==> src/dcap_frame_pkg.sv <==
// Constants and types shared by the packet framer files
// Assumes a single 250 MHz clock domain
package dcap_frame_pkg;

    localparam int unsigned SLOT_W       = 64;
    localparam int unsigned CRC_W        = 32;
    localparam int unsigned LEN_W        = 16;
    localparam int unsigned REG_ADDR_W   = 4;
    localparam int unsigned REG_DATA_W   = 32;

    // Header field positions
    localparam int unsigned HDR_VER_LSB  = 60;
    localparam int unsigned HDR_MUX_LSB  = 48;
    localparam int unsigned HDR_LEN_LSB  = 32;
    localparam int unsigned HDR_PAT_LSB  = 16;
    localparam int unsigned HDR_CEN_BIT  = 15;
    localparam int unsigned HDR_TRL_BIT  = 13;
    localparam int unsigned HDR_PRI_LSB  = 11;
    // Trailer field positions
    localparam int unsigned TRL_CRC_LSB  = 32;
    localparam int unsigned TRL_PAT_LSB  = 16;
    localparam int unsigned TRL_VAL_BIT  = 15;

    localparam logic [3:0]  VERSION_ONE  = 4'h0;
    localparam logic [7:0]  HDR_PATTERN  = 8'hAA;
    localparam logic [7:0]  TRL_PATTERN  = 8'h55;
    localparam logic [31:0] CRC_POLY     = 32'h04C1_1DB7;
    localparam logic [31:0] CRC_ONES     = 32'hFFFF_FFFF;
    localparam logic [2:0]  BYTE_SHIFT   = 3'h3;
    localparam logic [2:0]  BYTE_MASK    = 3'h7;

    // Register map (word addresses on the plain port)
    localparam logic [REG_ADDR_W-1:0] REG_CTRL   = 4'h0;
    localparam logic [REG_ADDR_W-1:0] REG_STATUS = 4'h1;
    localparam logic [REG_ADDR_W-1:0] REG_COUNT  = 4'h2;
    localparam logic [REG_DATA_W-1:0] CTRL_RESET = 32'h0000_0001;
    localparam int unsigned CTRL_EN_BIT  = 0;
    localparam int unsigned CTRL_CLR_BIT = 1;

    typedef enum logic [1:0] {
        ST_IDLE    = 2'b00,
        ST_HEADER  = 2'b01,
        ST_DATA    = 2'b11,
        ST_TRAILER = 2'b10
    } frame_state_type;

    // Checksum: XOR of the seven octets above the checksum octet
    function automatic logic [7:0] slot_checksum(input logic [SLOT_W-1:0] w);
        logic [7:0] acc;
        acc = 8'h00;
        for (int i = 1; i < SLOT_W / 8; i++) begin
            acc = acc ^ w[i*8 +: 8];
        end
        return acc;
    endfunction

endpackage

==> src/crc_step_if.sv <==
// Interface joining the framer to its CRC accumulator
// Assumes both ends on mclk
interface crc_step_if;
    import dcap_frame_pkg::*;
    logic              start;
    logic              step;
    logic [SLOT_W-1:0] word;
    logic [CRC_W-1:0]  crc;

    modport master (output start, output step, output word, input crc);
    modport slave  (input start, input step, input word, output crc);
endinterface

==> src/crc_slot_acc.sv <==
// CRC-32 accumulator, one 64-bit slot word per cycle, MSB first
// Assumes start and step never meet in one cycle
module crc_slot_acc
    import dcap_frame_pkg::*;
(
    input  wire logic        mclk,
    input  wire logic        resetn,
    crc_step_if.slave        cs
);
    typedef struct packed {
        logic [CRC_W-1:0] rem;
        logic             first;
    } acc_state_type;

    acc_state_type st_ff;
    acc_state_type nxt_st;

    // Bitwise division of one slot word
    function automatic logic [CRC_W-1:0] crc_word(input logic [CRC_W-1:0] r,
                                                  input logic [SLOT_W-1:0] d);
        logic [CRC_W-1:0] c;
        logic             fb;
        c = r;
        for (int i = SLOT_W - 1; i >= 0; i--) begin
            fb = c[CRC_W-1] ^ d[i];
            c  = {c[CRC_W-2:0], 1'b0} ^ (fb ? CRC_POLY : '0);
        end
        return c;
    endfunction

    // Complement of the first word's top half, zero start
    always_comb begin
        logic [SLOT_W-1:0] w;
        w      = cs.word;
        nxt_st = st_ff;
        if (cs.start) begin
            nxt_st.rem   = '0;
            nxt_st.first = 1'b1;
        end else if (cs.step) begin
            if (st_ff.first) begin
                w[SLOT_W-1 -: CRC_W] = ~cs.word[SLOT_W-1 -: CRC_W];
            end
            nxt_st.rem   = crc_word(st_ff.rem, w);
            nxt_st.first = 1'b0;
        end
    end

    always_ff @(posedge mclk or negedge resetn) begin
        if (!resetn) begin
            st_ff <= '{rem: '0, first: 1'b1};
        end else begin
            st_ff <= nxt_st;
        end
    end

    // Final remainder inverted
    assign cs.crc = ~st_ff.rem;
endmodule

==> src/dcap1_packet_framer.sv <==
// Packet framer: builds header, padded data and trailer slot words
// Assumes a client that holds request fields stable while reqValid is high
module dcap1_packet_framer
    import dcap_frame_pkg::*;
(
    input  wire logic                  mclk,
    input  wire logic                  resetn,
    // Adaptation client interface: request
    input  wire logic                  reqValid,
    input  wire logic [7:0]            channelMuxIdentifier,
    input  wire logic [1:0]            packetPriorityField,
    input  wire logic [LEN_W-1:0]      reqLength,
    input  wire logic                  reqTrailer,
    input  wire logic                  reqCrcEnable,
    output logic                       reqReady,
    // Adaptation client interface: payload words
    input  wire logic                  dataValid,
    input  wire logic [SLOT_W-1:0]     dataWord,
    output logic                       dataReady,
    // Channel slot stream
    output logic                       slotValid,
    output logic [SLOT_W-1:0]          slotWord,
    output logic                       slotLast,
    // Register port
    input  wire logic [REG_ADDR_W-1:0] regAddr,
    input  wire logic [REG_DATA_W-1:0] regWdata,
    input  wire logic                  regWrite,
    input  wire logic                  regRead,
    output logic [REG_DATA_W-1:0]      regRdata
);

    //**********************************************************
    // State
    //**********************************************************
    typedef struct packed {
        frame_state_type   fsm;
        logic [7:0]        mux;
        logic [1:0]        packet_priority_field;
        logic [LEN_W-1:0]  len;
        logic              trl;
        logic              cen;
        logic [13:0]       wordsLeft;
        logic              reqReady;
        logic              dataReady;
        logic              slotValid;
        logic [SLOT_W-1:0] slotWord;
        logic              slotLast;
        logic              enable;
        logic [15:0]       frames;
        logic [REG_DATA_W-1:0] rdata;
    } framer_state_type;

    framer_state_type st_ff;
    framer_state_type nxt_st;

    crc_step_if crcLink ();

    crc_slot_acc u_crc (
        .mclk   (mclk),
        .resetn (resetn),
        .cs     (crcLink.slave)
    );

    //**********************************************************
    // Helper functions
    //**********************************************************
    // Number of data words from a byte length, rounded up
    function automatic logic [13:0] word_count(input logic [LEN_W-1:0] l);
        return 14'(l >> BYTE_SHIFT) + 14'((l[2:0] & BYTE_MASK) != 3'h0);
    endfunction

    // Zero the pad bytes of a last data word
    function automatic logic [SLOT_W-1:0] pad_word(input logic [SLOT_W-1:0] w,
                                                   input logic [LEN_W-1:0]  l);
        logic [SLOT_W-1:0] o;
        o = w;
        if (l[2:0] != 3'h0) begin
            for (int b = 0; b < SLOT_W / 8; b++) begin
                if (b < (SLOT_W / 8) - int'(l[2:0])) begin
                    o[b*8 +: 8] = 8'h00;
                end
            end
        end
        return o;
    endfunction

    // Header slot word with checksum
    function automatic logic [SLOT_W-1:0] build_header(input logic [7:0] m,
                                                       input logic [1:0] p,
                                                       input logic [LEN_W-1:0] l,
                                                       input logic t,
                                                       input logic c);
        logic [SLOT_W-1:0] h;
        h = '0;
        h[HDR_VER_LSB +: 4]     = VERSION_ONE;
        h[HDR_MUX_LSB +: 8]     = m;
        h[HDR_LEN_LSB +: LEN_W] = l;
        h[HDR_PAT_LSB +: 8]     = HDR_PATTERN;
        h[HDR_CEN_BIT]          = c;
        h[HDR_TRL_BIT]          = t;
        h[HDR_PRI_LSB +: 2]     = p;
        h[7:0]                  = slot_checksum(h);
        return h;
    endfunction

    // Trailer slot word with checksum
    function automatic logic [SLOT_W-1:0] build_trailer(input logic [CRC_W-1:0] crc,
                                                        input logic c);
        logic [SLOT_W-1:0] t;
        t = '0;
        t[TRL_CRC_LSB +: CRC_W] = c ? crc : '0;
        t[TRL_PAT_LSB +: 8]     = TRL_PATTERN;
        t[TRL_VAL_BIT]          = c;
        t[7:0]                  = slot_checksum(t);
        return t;
    endfunction

    //**********************************************************
    // CRC accumulator drive
    //**********************************************************
    assign crcLink.start = (st_ff.fsm == ST_HEADER);
    assign crcLink.step  = (st_ff.fsm == ST_DATA) && dataValid && st_ff.dataReady;
    assign crcLink.word  = pad_word(dataWord, st_ff.wordsLeft == 14'h1 ? st_ff.len : '0);

    //**********************************************************
    // Next-state logic
    //**********************************************************
    always_comb begin
        nxt_st           = st_ff;
        nxt_st.slotValid = 1'b0;
        nxt_st.slotLast  = 1'b0;
        nxt_st.rdata     = '0;
        case (st_ff.fsm)
            ST_IDLE: begin
                // Capture a request when enabled
                nxt_st.reqReady = st_ff.enable;
                if (reqValid && st_ff.reqReady && reqLength != '0) begin
                    nxt_st.mux      = channelMuxIdentifier;
                    nxt_st.packet_priority_field      = packetPriorityField;
                    nxt_st.len      = reqLength;
                    nxt_st.trl      = reqTrailer;
                    nxt_st.cen      = reqCrcEnable & reqTrailer;
                    nxt_st.reqReady = 1'b0;
                    nxt_st.fsm      = ST_HEADER;
                end
            end
            ST_HEADER: begin
                // Header leads the frame, data follows at once
                nxt_st.slotValid = 1'b1;
                nxt_st.slotWord  = build_header(st_ff.mux, st_ff.packet_priority_field, st_ff.len,
                                                st_ff.trl, st_ff.cen);
                nxt_st.wordsLeft = word_count(st_ff.len);
                nxt_st.dataReady = 1'b1;
                nxt_st.fsm       = ST_DATA;
            end
            ST_DATA: begin
                // Forward each payload word, padding the last
                if (dataValid && st_ff.dataReady) begin
                    nxt_st.slotValid = 1'b1;
                    nxt_st.slotWord  = crcLink.word;
                    nxt_st.wordsLeft = st_ff.wordsLeft - 14'h1;
                    if (st_ff.wordsLeft == 14'h1) begin
                        nxt_st.dataReady = 1'b0;
                        if (st_ff.trl) begin
                            nxt_st.fsm = ST_TRAILER;
                        end else begin
                            nxt_st.slotLast = 1'b1;
                            nxt_st.frames   = st_ff.frames + 16'h1;
                            nxt_st.fsm      = ST_IDLE;
                        end
                    end
                end
            end
            ST_TRAILER: begin
                // CRC is complete one cycle after the last word
                nxt_st.slotValid = 1'b1;
                nxt_st.slotWord  = build_trailer(crcLink.crc, st_ff.cen);
                nxt_st.slotLast  = 1'b1;
                nxt_st.frames    = st_ff.frames + 16'h1;
                nxt_st.fsm       = ST_IDLE;
            end
            default: begin
                nxt_st.fsm = ST_IDLE;
            end
        endcase

        // Register writes
        if (regWrite && regAddr == REG_CTRL) begin
            nxt_st.enable = regWdata[CTRL_EN_BIT];
            if (regWdata[CTRL_CLR_BIT]) begin
                nxt_st.frames = '0;
            end
        end
        if (!nxt_st.enable) begin
            nxt_st.reqReady = 1'b0;
        end

        // Register reads, data in the following cycle
        if (regRead) begin
            case (regAddr)
                REG_CTRL:   nxt_st.rdata = {31'h0, st_ff.enable};
                REG_STATUS: nxt_st.rdata = {14'h0, st_ff.fsm, 2'h0, st_ff.wordsLeft};
                REG_COUNT:  nxt_st.rdata = {16'h0, st_ff.frames};
                default:    nxt_st.rdata = '0;
            endcase
        end
    end

    //**********************************************************
    // State register
    //**********************************************************
    always_ff @(posedge mclk or negedge resetn) begin
        if (!resetn) begin
            st_ff        <= '0;
            st_ff.fsm    <= ST_IDLE;
            st_ff.enable <= CTRL_RESET[CTRL_EN_BIT];
        end else begin
            st_ff <= nxt_st;
        end
    end

    assign reqReady  = st_ff.reqReady;
    assign dataReady = st_ff.dataReady;
    assign slotValid = st_ff.slotValid;
    assign slotWord  = st_ff.slotWord;
    assign slotLast  = st_ff.slotLast;
    assign regRdata  = st_ff.rdata;
endmodule

==> config.mk <==
export PLATFORM = sky130hd
export DESIGN_NAME = dcap1_packet_framer
export DESIGN_NICKNAME = d
export VERILOG_FILES = /design/src/dcap_frame_pkg.sv /design/src/crc_step_if.sv /design/src/crc_slot_acc.sv /design/src/dcap1_packet_framer.sv
export SDC_FILE = /design/constraint.sdc
export NUM_CORES = 1
export LEC_CHECK = 0
export ABC_CLOCK_PERIOD_IN_PS = 11540
export BUFFER_PORTS_ARGS = -buffer_cell sky130_fd_sc_hd__buf_2
export CORE_MARGIN = 2
export CORE_UTILIZATION = 38
export DETAILED_ROUTE_END_ITERATION = 12
export MAX_ROUTING_LAYER = met4
export SYNTH_ARGS = -nofsm -noshare
export SYNTH_HDL_FRONTEND = slang
export SYNTH_SLANG_ARGS = --single-unit
==> constraint.sdc <==
create_clock -name mclk -period 11.54 [get_ports mclk]
set_clock_uncertainty 0.15 [all_clocks]
set_input_delay 2.308 -clock mclk [delete_from_list [all_inputs] [get_ports mclk]]
set_output_delay 2.308 -clock mclk [all_outputs]
set_load 0.005 [all_outputs]
==> summary.md, run 1 <==
STA
• **part of the cycle the worst path needs** 0.778
• **slew at the pin closest to its max-slew limit** 1190 ps
• **number of endpoints with negative hold slack in the final report** 0
• **Final Critical Period** 8980 ps
• **max-slew violation count** 0
• **hold slack** 355 ps
• **highest attainable clock frequency** 111 MHz
• **RSZ-0062 raised after global routing** false
• **worst rel slew slack** 0.207
• **Final setup viols** 0
• **setup total negative slack** 0 ps

Global routing
• **global-route wire length before repair** 77700 um
• **gr usage total** 0.229
• **maximum number of pins on one net before global-route repair** 103
• **via count of the first global-routing pass** 11771
• **number of antenna violations at the first check in global routing** 0
• **Congestion Overflow GR** 0

Floorplanning
• **Std-Cell Core Area** 0.0445 sq mm
• **area of the die** 0.0470 sq mm
• **die outline height** 217 um
• **Die W** 217 um
• **Top Ports** 234
• **row count** 77
• **Initial Utilization** 0.387

Detailed routing
• **remaining routing DRC violations** 0
• **WL per Instance** 23.4 um
• **drt pass-1 iters** 5
• **aggregate routed wire length** 52400 um
• **routed vias** 11849
• **antenna-violating nets left** 0
• **average via count per standard cell** 5.30
• **DR iter-0 viols** 1049

CTS
• **Clock H-tree levels** 4
• **Gates resized, CTS repair** 0
• **maximum buffer depth of the clock tree** 2
• **number of buffers added by the clock tree synthesis step** 17
• **clock sinks** 180
• **Setup Buffers After CTS** 0
• **library cell used as clock root buffer** sky130_fd_sc_hd__clkbuf_16
• **number of buffers added to fix hold violations after cts** 0
• **clock transition at the registers of the reported paths** 80 ps
• **CTS tree** done
• **Clock Latency Late Sink** 460 ps

Setup path
• **RR Startpoint** st_ff[118]$_DFFE_PN0P_
• **Critical Path Sink Type** flip-flop
• **count of cells along the worst register-to-register path** 20
• **FF-to-FF End** u_crc.st_ff[9]$_DFFE_PN0P_
• **worst endpoint data arrival time** 9160 ps
• **crit path kind** flip-flop to flip-flop
• **critical path data required time** 11720 ps
• **Critical Path Source Type** flip-flop
• **worst-path maximum fanout** 18
• **worst reg2reg setup slack** 2560 ps

Final layout
• **number of nets in the layout** 1773
• **FF+latch area** 0.00451 sq mm
• **most frequent standard cell in the layout excluding fill and tap cells** sky130_fd_sc_hd__xnor2_1
• **final cell area excluding filler cells** 0.0186 sq mm
• **layout-stage area growth over the synthesis result** 8.27%
• **most frequent cells in the layout** sky130_fd_sc_hd__xnor2_1 (314), sky130_fd_sc_hd__buf_2 (188), sky130_fd_sc_hd__dfrtp_1 (178)
• **Multi-input gate area** 0.0117 sq mm
• **ratio of cells with drive above 1 in the final layout** 0.216
• **fill cell count** 4342
• **final antenna diode count** 0

Place
• **DP Area** 0.0180 sq mm
• **Detailed Place HPWL** 42000 um
• **# port buffers** 189
• **Placer Congestion** 0.960

Min path
• **min-delay src** slotWord[25]$_DFFE_PN0P_
• **hold worst-path end** slotWord[25]$_DFFE_PN0P_
• **worst min-delay path class** flip-flop to flip-flop
• **number of stages on the worst hold path** 1

Outcome
• **run status** complete, no violations

Synthesis
• **Post-Synthesis Mean Instance Area** 11.0 sq um
• **number of storage elements in the synthesis netlist** 180
• **ranking of synthesized cells by area** sky130_fd_sc_hd__dfrtp_1 (26%), sky130_fd_sc_hd__xnor2_1 (16%), sky130_fd_sc_hd__xnor3_1 (14%)
• **Synth Warn #** 0
• **commonest register cell after synthesis** sky130_fd_sc_hd__dfrtp_1
• **count of mapped cells out of synthesis** 1570
• **number of distinct library cells after synthesis** 73
• **register area share after synthesis** 0.262
• **cell area after synthesis** 0.0172 sq mm
• **area share of the leading cell type in the synthesized netlist** 0.259
• **largest area contributor in the synthesized netlist** sky130_fd_sc_hd__dfrtp_1
• **FFs w/ async S/R, synth** 1.00
• **number of enable flip-flop cells after synthesis** 0

Run
• **number of max-cap violations** 0

synth_stat cells (all sizes together), types with 17 or more instances:
cell / n
clkbuf: 63
a22o: 17
nand2: 119
xnor3: 130
a21oi: 33
a221o: 33
dfrtp: 178
xor2: 131
xnor2: 349
o21ai: 80
buf: 108
nor2: 96
mux2: 29
nand3: 34
xor3: 22
critical path: stages, from the launching register on:
cell and delay, ps:
sky130_fd_sc_hd__dfrtp_1 410, sky130_fd_sc_hd__inv_1 140, sky130_fd_sc_hd__ha_1 170, sky130_fd_sc_hd__or4b_1 540, sky130_fd_sc_hd__nor4_4 570, sky130_fd_sc_hd__inv_1 140
sky130_fd_sc_hd__ha_1 460, sky130_fd_sc_hd__a41oi_2 780, sky130_fd_sc_hd__nor2_1 140, sky130_fd_sc_hd__xnor2_1 650, sky130_fd_sc_hd__xnor3_1 600, sky130_fd_sc_hd__xnor2_1 440
sky130_fd_sc_hd__xor2_1 520, sky130_fd_sc_hd__xnor3_1 590, sky130_fd_sc_hd__xnor3_1 400, sky130_fd_sc_hd__xnor3_1 400, sky130_fd_sc_hd__xor2_2 380, sky130_fd_sc_hd__xor3_2 610
sky130_fd_sc_hd__xnor3_1 450, sky130_fd_sc_hd__xnor2_1 220, sky130_fd_sc_hd__o21ai_1 80
layer usage:
layer	global-route usage	vias to the layer above	share of wire	wire length, um
met5	-	-	0	0
met4	0.0477	0	0.014	726
met3	0.0284	38	0.060	3150
met2	0.368	407	0.48	25200
met1	0.313	6047	0.44	23300
li1	-	5357	-	-
cell families (layout without fill, tap and decap cells):
family | after synthesis | after routing | share of synthesized area
muxes | 31 | 31 | 0.0201
AOI/OAI and AO/OA | 223 | 223 | 0.0901
xor gates and xnor gates | 632 | 632 | 0.476
DFF | 180 | 180 | 0.262
other | 1 | 14 | 0.000218
buffers and inverters | 183 | 244 | 0.0624
adders and majority gates | 8 | 8 | 0.00582
and+or+nand+nor | 312 | 312 | 0.0832
worst max-delay path by stage:
| stage | slack (ps) | cells after the start | start | to |
|---|---|---|---|---|
| floorplan | 3450 | 16 | dataWord[56] | u_crc.st_ff[11]$_DFFE_PN0P_ |
| global placement | 2240 | 17 | dataWord[56] | u_crc.st_ff[6]$_DFFE_PN0P_ |
| detailed placement | 2180 | 17 | dataWord[62] | u_crc.st_ff[9]$_DFFE_PN0P_ |
| CTS | 2520 | 20 | st_ff[118]$_DFFE_PN0P_ | u_crc.st_ff[18]$_DFFE_PN0P_ |
| global route | 2020 | 20 | st_ff[118]$_DFFE_PN0P_ | u_crc.st_ff[9]$_DFFE_PN0P_ |
| finish | 2560 | 20 | st_ff[118]$_DFFE_PN0P_ | u_crc.st_ff[9]$_DFFE_PN0P_ |
per-stage QoR:
| step | std cells | setup WS [ps] | utilization |
|---|---|---|---|
| after floorplan | 1583 | 3450 | - |
| after global placement | 2204 | 2240 | 0.405 |
| after detailed placement | 2204 | 2180 | 0.405 |
| after CTS | 2236 | 2520 | 0.419 |
| after global routing | 2236 | 2020 | 0.419 |
| final | 2236 | 2560 | 0.419 |
cell type report:
class,count,share of cell area
clock buffers,18,0.0236
clock inverters,14,0.00879
inverters,12,0.00242
multi-input cells,1220,0.628
flip-flops and latches,180,0.242
well taps,592,0.0397
repair buffers,200,0.0557
flip-flops by register name, summed over array words and instances (netlist names):
signal / count
dataReady: 1
u_crc.st_ff: 33
slotLast: 1
st_ff: 61
reqReady: 1
slotWord: 64
regRdata: 18
slotValid: 1
Power of run 1 is not shown: default switching activity piles up to over one toggle a cycle in this logic, so the estimate is an artifact.
==> run 2: changes to the inputs <==
--- a/config.mk
+++ b/config.mk
@@ -5,7 +5,7 @@
 export SDC_FILE = /design/constraint.sdc
 export NUM_CORES = 1
 export LEC_CHECK = 0
-export ABC_CLOCK_PERIOD_IN_PS = 11540
+export ABC_CLOCK_PERIOD_IN_PS = 7700
 export BUFFER_PORTS_ARGS = -buffer_cell sky130_fd_sc_hd__buf_2
 export CORE_MARGIN = 2
 export CORE_UTILIZATION = 38
==> constraint.sdc (replaced) <==
create_clock -name mclk -period 7.7 [get_ports mclk]
set_clock_uncertainty 0.15 [all_clocks]
set_input_delay 1.54 -clock mclk [delete_from_list [all_inputs] [get_ports mclk]]
set_output_delay 1.54 -clock mclk [all_outputs]
set_load 0.005 [all_outputs]
==> summary.md, run 2 (synthesized netlist as in run 1, its figures left out) <==
Outcome
• **run status** complete, no violations

Detailed routing
• **aggregate routed wire length** 54300 um, +3.8%
• **average via count per standard cell** 5.19, -2.1%
• **antenna-violating nets left** 0, unchanged
• **DR iter-0 viols** 1065, +1.5%
• **WL per Instance** 22.7 um, -3.2%
• **routed vias** 12430, +4.9%
• **remaining routing DRC violations** 0, unchanged
• **drt pass-1 iters** 6, +1

Floorplanning
• **Top Ports** 234, unchanged
• **Die W** 217 um, unchanged
• **row count** 77, unchanged
• **area of the die** 0.0470 sq mm, unchanged
• **die outline height** 217 um, unchanged
• **Initial Utilization** 0.387, unchanged
• **Std-Cell Core Area** 0.0445 sq mm, unchanged

CTS
• **number of buffers added to fix hold violations after cts** 0, unchanged
• **library cell used as clock root buffer** sky130_fd_sc_hd__clkbuf_16
• **clock sinks** 180, unchanged
• **Clock H-tree levels** 4, unchanged
• **Clock Latency Late Sink** 470 ps, about the same
• **number of buffers added by the clock tree synthesis step** 17, unchanged
• **CTS tree** done
• **clock transition at the registers of the reported paths** 80 ps, about the same
• **maximum buffer depth of the clock tree** 2, unchanged

Global routing
• **via count of the first global-routing pass** 12572, +6.8%
• **Congestion Overflow GR** 0, unchanged
• **global-route wire length before repair** 81100 um, +4.4%
• **gr usage total** 0.239, +0.00939
• **number of antenna violations at the first check in global routing** 0, unchanged
• **maximum number of pins on one net before global-route repair** 106, +2.9%

STA
• **fin worst setup slack** 274 ps, -2280 ps
• **hold slack** 358 ps, +2.64 ps
• **Final setup viols** 0, unchanged
• **setup total negative slack** 0 ps, unchanged
• **slew at the pin closest to its max-slew limit** 1080 ps, -112 ps
• **highest attainable clock frequency** 135 MHz, +21%
• **RSZ-0062 raised after global routing** false
• **Final Critical Period** 7430 ps, -1560 ps
• **part of the cycle the worst path needs** 0.964, +0.186
• **max-slew violation count** 0, unchanged
• **number of endpoints with negative hold slack in the final report** 0, unchanged
• **worst rel slew slack** 0.279, +0.0722

Setup path
• **critical path data required time** 7940 ps, -3780 ps
• **Critical Path Sink Type** flip-flop
• **worst reg2reg setup slack** 270 ps, -2280 ps
• **RR Startpoint** st_ff[118]$_DFFE_PN0P_
• **FF-to-FF End** u_crc.st_ff[11]$_DFFE_PN0P_
• **count of cells along the worst register-to-register path** 21, +5.0%
• **crit path kind** flip-flop to flip-flop
• **Critical Path Source Type** flip-flop
• **worst endpoint data arrival time** 7660 ps, -1500 ps
• **worst-path maximum fanout** 7, -11

Place
• **Placed Cells incl. Taps** 2360, +7.1%
• **# port buffers** 189, unchanged
• **Detailed Place HPWL** 44500 um, +6.0%
• **minimum setup slack after placement** -88.4 ps, -2270 ps
• **Placer Congestion** 0.972, +1.3%

Final layout
• **number of nets in the layout** 1934, +9.1%
• **ratio of cells with drive above 1 in the final layout** 0.296, +0.0799
• **fill cell count** 4215, -2.9%
• **number of flip-flops in the largest register** 64, unchanged
• **final antenna diode count** 0, unchanged
• **final std cells w/o fill** 2397, +7.2%
• **layout-stage area growth over the synthesis result** 16.1%
• **most frequent standard cell in the layout excluding fill and tap cells** sky130_fd_sc_hd__xnor2_1
• **most frequent cells in the layout** sky130_fd_sc_hd__xnor2_1 (309), sky130_fd_sc_hd__buf_2 (188), sky130_fd_sc_hd__dfrtp_1 (178)

Run
• **number of max-cap violations** 0, unchanged

Min path
• **min-delay src** slotWord[10]$_DFFE_PN0P_
• **hold worst-path end** slotWord[10]$_DFFE_PN0P_
• **number of stages on the worst hold path** 1, unchanged
• **worst min-delay path class** flip-flop to flip-flop

-- run 2: changes by cell type in the layout (fill, tap and decap cells not counted), sizes merged --
cell      before  now
clkbuf        19   18
bufinv         1    0
inv           18   22
buf          199  360
clkinvlp       2    0
-- run 2: per-stage QoR --
| step | instance area (sq um) | utilization |
|---|---|---|
| after CTS | 19900 | 0.446 |
| after global placement | 19200 | 0.432 |
| after floorplan | 17300 | - |
| after global routing | 20000 | 0.449 |
| final | 20000 | 0.449 |
| after detailed placement | 19200 | 0.432 |
-- run 2: worst max path at each step --
stage | depth (start not counted) | start | slack, ps | to
final | 21 | st_ff[118]$_DFFE_PN0P_ | 270 | u_crc.st_ff[11]$_DFFE_PN0P_
after global routing | 21 | st_ff[118]$_DFFE_PN0P_ | 10 | u_crc.st_ff[11]$_DFFE_PN0P_
after CTS | 22 | st_ff[118]$_DFFE_PN0P_ | 10 | u_crc.st_ff[11]$_DFFE_PN0P_
after detailed placement | 19 | dataWord[61] | -90 | u_crc.st_ff[11]$_DFFE_PN0P_
after global placement | 19 | dataWord[61] | -10 | u_crc.st_ff[11]$_DFFE_PN0P_
after floorplan | 22 | st_ff[118]$_DFFE_PN0P_ | 340 | u_crc.st_ff[11]$_DFFE_PN0P_
-- run 2: cell type report --
class                      count  area, sq um  share of cell area
multi-input combinational   1220        11800               0.590
sequential                   180         4510               0.226
timing repair buffer         361         2260               0.113
tap                          592          741              0.0371
clock buffer                  17          425              0.0213
clock inverter                15          208              0.0104
inverter                      12         45.0             0.00225
-- run 2: what timing repair did --
item / in CTS / in global routing
setup endpoints to repair: 0 / 25
resized for setup: 0 / 20
hold endpoints to repair: 0 / 0
buffers inserted: 0 / 5
-- run 2: layer usage --
metal | up-vias | GRT usage | routed length (um) | share of wire
met4 | 0 | 0.0553 | 1050 | 0.019
met2 | 422 | 0.384 | 26200 | 0.48
met1 | 6256 | 0.322 | 23900 | 0.44
li1 | 5694 | - | - | -
met3 | 58 | 0.0303 | 3130 | 0.058
met5 | - | - | 0 | 0
-- run 2: worst max-delay path, cell delays in order, from the launching register on --
cell,delay (ps)
sky130_fd_sc_hd__dfrtp_1,420
sky130_fd_sc_hd__inv_1,140
sky130_fd_sc_hd__ha_1,180
sky130_fd_sc_hd__or4b_1,560
sky130_fd_sc_hd__nor4_4,320
sky130_fd_sc_hd__inv_1,110
sky130_fd_sc_hd__ha_2,390
sky130_fd_sc_hd__a21oi_1,100
sky130_fd_sc_hd__a21o_2,290
sky130_fd_sc_hd__nand2_1,170
sky130_fd_sc_hd__xor3_1,600
sky130_fd_sc_hd__xnor2_1,270
sky130_fd_sc_hd__xnor3_2,430
sky130_fd_sc_hd__xnor3_1,420
sky130_fd_sc_hd__xnor3_4,610
sky130_fd_sc_hd__xnor3_1,410
sky130_fd_sc_hd__xnor2_1,270
sky130_fd_sc_hd__buf_4,180
sky130_fd_sc_hd__xor2_1,260
sky130_fd_sc_hd__xor3_2,570
sky130_fd_sc_hd__xnor3_1,380
sky130_fd_sc_hd__o21ai_1,120
Power of run 2 is left out for the same reason.
==> run 3: changes to the inputs <==
--- a/config.mk
+++ b/config.mk
@@ -7,7 +7,6 @@
 export LEC_CHECK = 0
 export ABC_CLOCK_PERIOD_IN_PS = 7700
 export BUFFER_PORTS_ARGS = -buffer_cell sky130_fd_sc_hd__buf_2
-export CORE_MARGIN = 2
 export CORE_UTILIZATION = 38
 export DETAILED_ROUTE_END_ITERATION = 12
 export MAX_ROUTING_LAYER = met4
==> summary.md, run 3 (synthesized netlist as in run 1, its figures left out) <==
Outcome
• **run status** complete, no violations

Detailed routing
• **WL per Instance** 22.5 um, -0.90%
• **antenna-violating nets left** 0, unchanged
• **routed vias** 12367, -0.51%
• **remaining routing DRC violations** 0, unchanged
• **aggregate routed wire length** 53600 um, -1.3%
• **drt pass-1 iters** 5, -1
• **DR iter-0 viols** 1199, +13%
• **average via count per standard cell** 5.18, about the same

STA
• **Final Critical Period** 7450 ps, +19.7 ps
• **number of endpoints with negative hold slack in the final report** 0, unchanged
• **Final setup viols** 0, unchanged
• **setup total negative slack** 0 ps, unchanged
• **part of the cycle the worst path needs** 0.967, +0.00255
• **slew at the pin closest to its max-slew limit** 1160 ps, +80.0 ps
• **hold slack** 356 ps, -1.21 ps
• **highest attainable clock frequency** 134 MHz, -0.26%
• **max-slew violation count** 0, unchanged
• **worst rel slew slack** 0.227, -0.0526

Final layout
• **number of flip-flops in the largest register** 64, unchanged
• **layout-stage area growth over the synthesis result** 15.7%
• **final antenna diode count** 0, unchanged
• **most frequent cells in the layout** sky130_fd_sc_hd__xnor2_1 (310), sky130_fd_sc_hd__buf_2 (188), sky130_fd_sc_hd__dfrtp_1 (178)
• **most frequent standard cell in the layout excluding fill and tap cells** sky130_fd_sc_hd__xnor2_1
• **number of nets in the layout** 1924, -0.52%
• **final core utilization** 0.448, about the same
• **ratio of cells with drive above 1 in the final layout** 0.290, -0.00559

Floorplanning
• **Die W** 215 um, -0.92%
• **die outline height** 215 um, -0.92%
• **Std-Cell Core Area** 0.0444 sq mm, -0.22%
• **area of the die** 0.0462 sq mm, -1.8%
• **Top Ports** 234, unchanged
• **Initial Utilization** 0.388, +0.000839
• **row count** 77, unchanged

Global routing
• **number of antenna violations at the first check in global routing** 0, unchanged
• **maximum number of pins on one net before global-route repair** 118, +11%
• **via count of the first global-routing pass** 12470, -0.81%
• **gr usage total** 0.241, +0.00231
• **global-route wire length before repair** 80000 um, -1.3%
• **Congestion Overflow GR** 0, unchanged

CTS
• **CTS tree** done
• **number of buffers added by the clock tree synthesis step** 17, unchanged
• **library cell used as clock root buffer** sky130_fd_sc_hd__clkbuf_16
• **Clock H-tree levels** 4, unchanged
• **clock transition at the registers of the reported paths** 80 ps, about the same
• **number of buffers added to fix hold violations after cts** 0, unchanged
• **Clock Latency Late Sink** 480 ps, about the same
• **maximum buffer depth of the clock tree** 2, unchanged
• **clock sinks** 180, unchanged

Setup path
• **Critical Path Sink Type** flip-flop
• **CP max stage delay** 560 ps, -50 ps
• **worst-path cell with the longest stage delay** sky130_fd_sc_hd__xnor3_2
• **worst endpoint data arrival time** 7660 ps, about the same
• **Critical Path Source Type** input pin
• **Cell Chain, Critical Path** buf_2, xnor2_2, xnor3_1, xnor2_2, xnor2_1, xnor3_2, xor3_1, buf_4, xnor3_2, xor3_2, xor2_4, xnor3_1, xnor3_2, buf_4, xor2_1, xnor3_1, xnor2_1, buf_4, a22o_1
• **worst-path maximum fanout** 6, -1
• **critical path data required time** 7910 ps, -30 ps
• **crit path kind** input pin to flip-flop

Run
• **number of max-cap violations** 0, unchanged

Min path
• **worst min-delay path class** flip-flop to flip-flop

Place
• **Placer Congestion** 0.968, -0.41%
• **Detailed Place HPWL** 43700 um, -1.7%
• **# port buffers** 189, unchanged

[run 3: repair_timing]
item / CTS / global route
setup endpoints to repair: 0 / 27
setup buffers: 0 / 2
resized for setup: 0 / 18
endpoints found under the hold margin: 0 / 0
[run 3: critical path: cells and delay by family]
kind	cells	cell delay [ps]
AO/OA/AOI/OAI	1	170
buffers and inverters	4	690
XOR/XNOR	14	5230
[run 3: per-layer routing]
metal,GRT usage,vias up,share of wire
li1,-,5675,-
met1,0.323,6198,0.44
met2,0.374,427,0.47
met3,0.0311,67,0.059
met4,0.0833,0,0.029
met5,-,-,0
[run 3: final cells by class]
class | instances | area, sq um
flip-flops and latches | 180 | 4510
well taps | 592 | 741
fillers | 4095 | 24500
clock inverters | 15 | 223
clock buffers | 17 | 425
inverters | 12 | 45.0
multi-input cells | 1220 | 11800
repair buffers | 351 | 2180
[run 3: path summary, 6_finish.rpt]
path                                               end                      from  depth (start not counted)  slack, ps
min in group asynchronous       regRdata[13]$_DFF_PN0_                    resetn                          1       1020
setup reg to reg           u_crc.st_ff[17]$_DFFE_PN0P_    st_ff[118]$_DFFE_PN0P_                         26        340
setup / recovery           u_crc.st_ff[17]$_DFFE_PN0P_              dataWord[63]                         19        250
hold reg to reg               slotWord[53]$_DFFE_PN0P_  slotWord[53]$_DFFE_PN0P_                          2        360
hold / removal                slotWord[53]$_DFFE_PN0P_  slotWord[53]$_DFFE_PN0P_                          2        360
max in group asynchronous  u_crc.st_ff[14]$_DFFE_PN0P_                    resetn                          2       4990
[run 3: per-stage QoR]
stage / cells / instance area (sq um) / worst slack (ps)
global route: 2387 / 19900 / -19.8
detailed placement: 2353 / 19200 / -114
global placement: 2353 / 19200 / -22.4
floorplan: 1583 / 17300 / 341
CTS: 2385 / 19800 / 65.1
finish: 2387 / 19900 / 254
Power of run 3 is left out for the same reason.
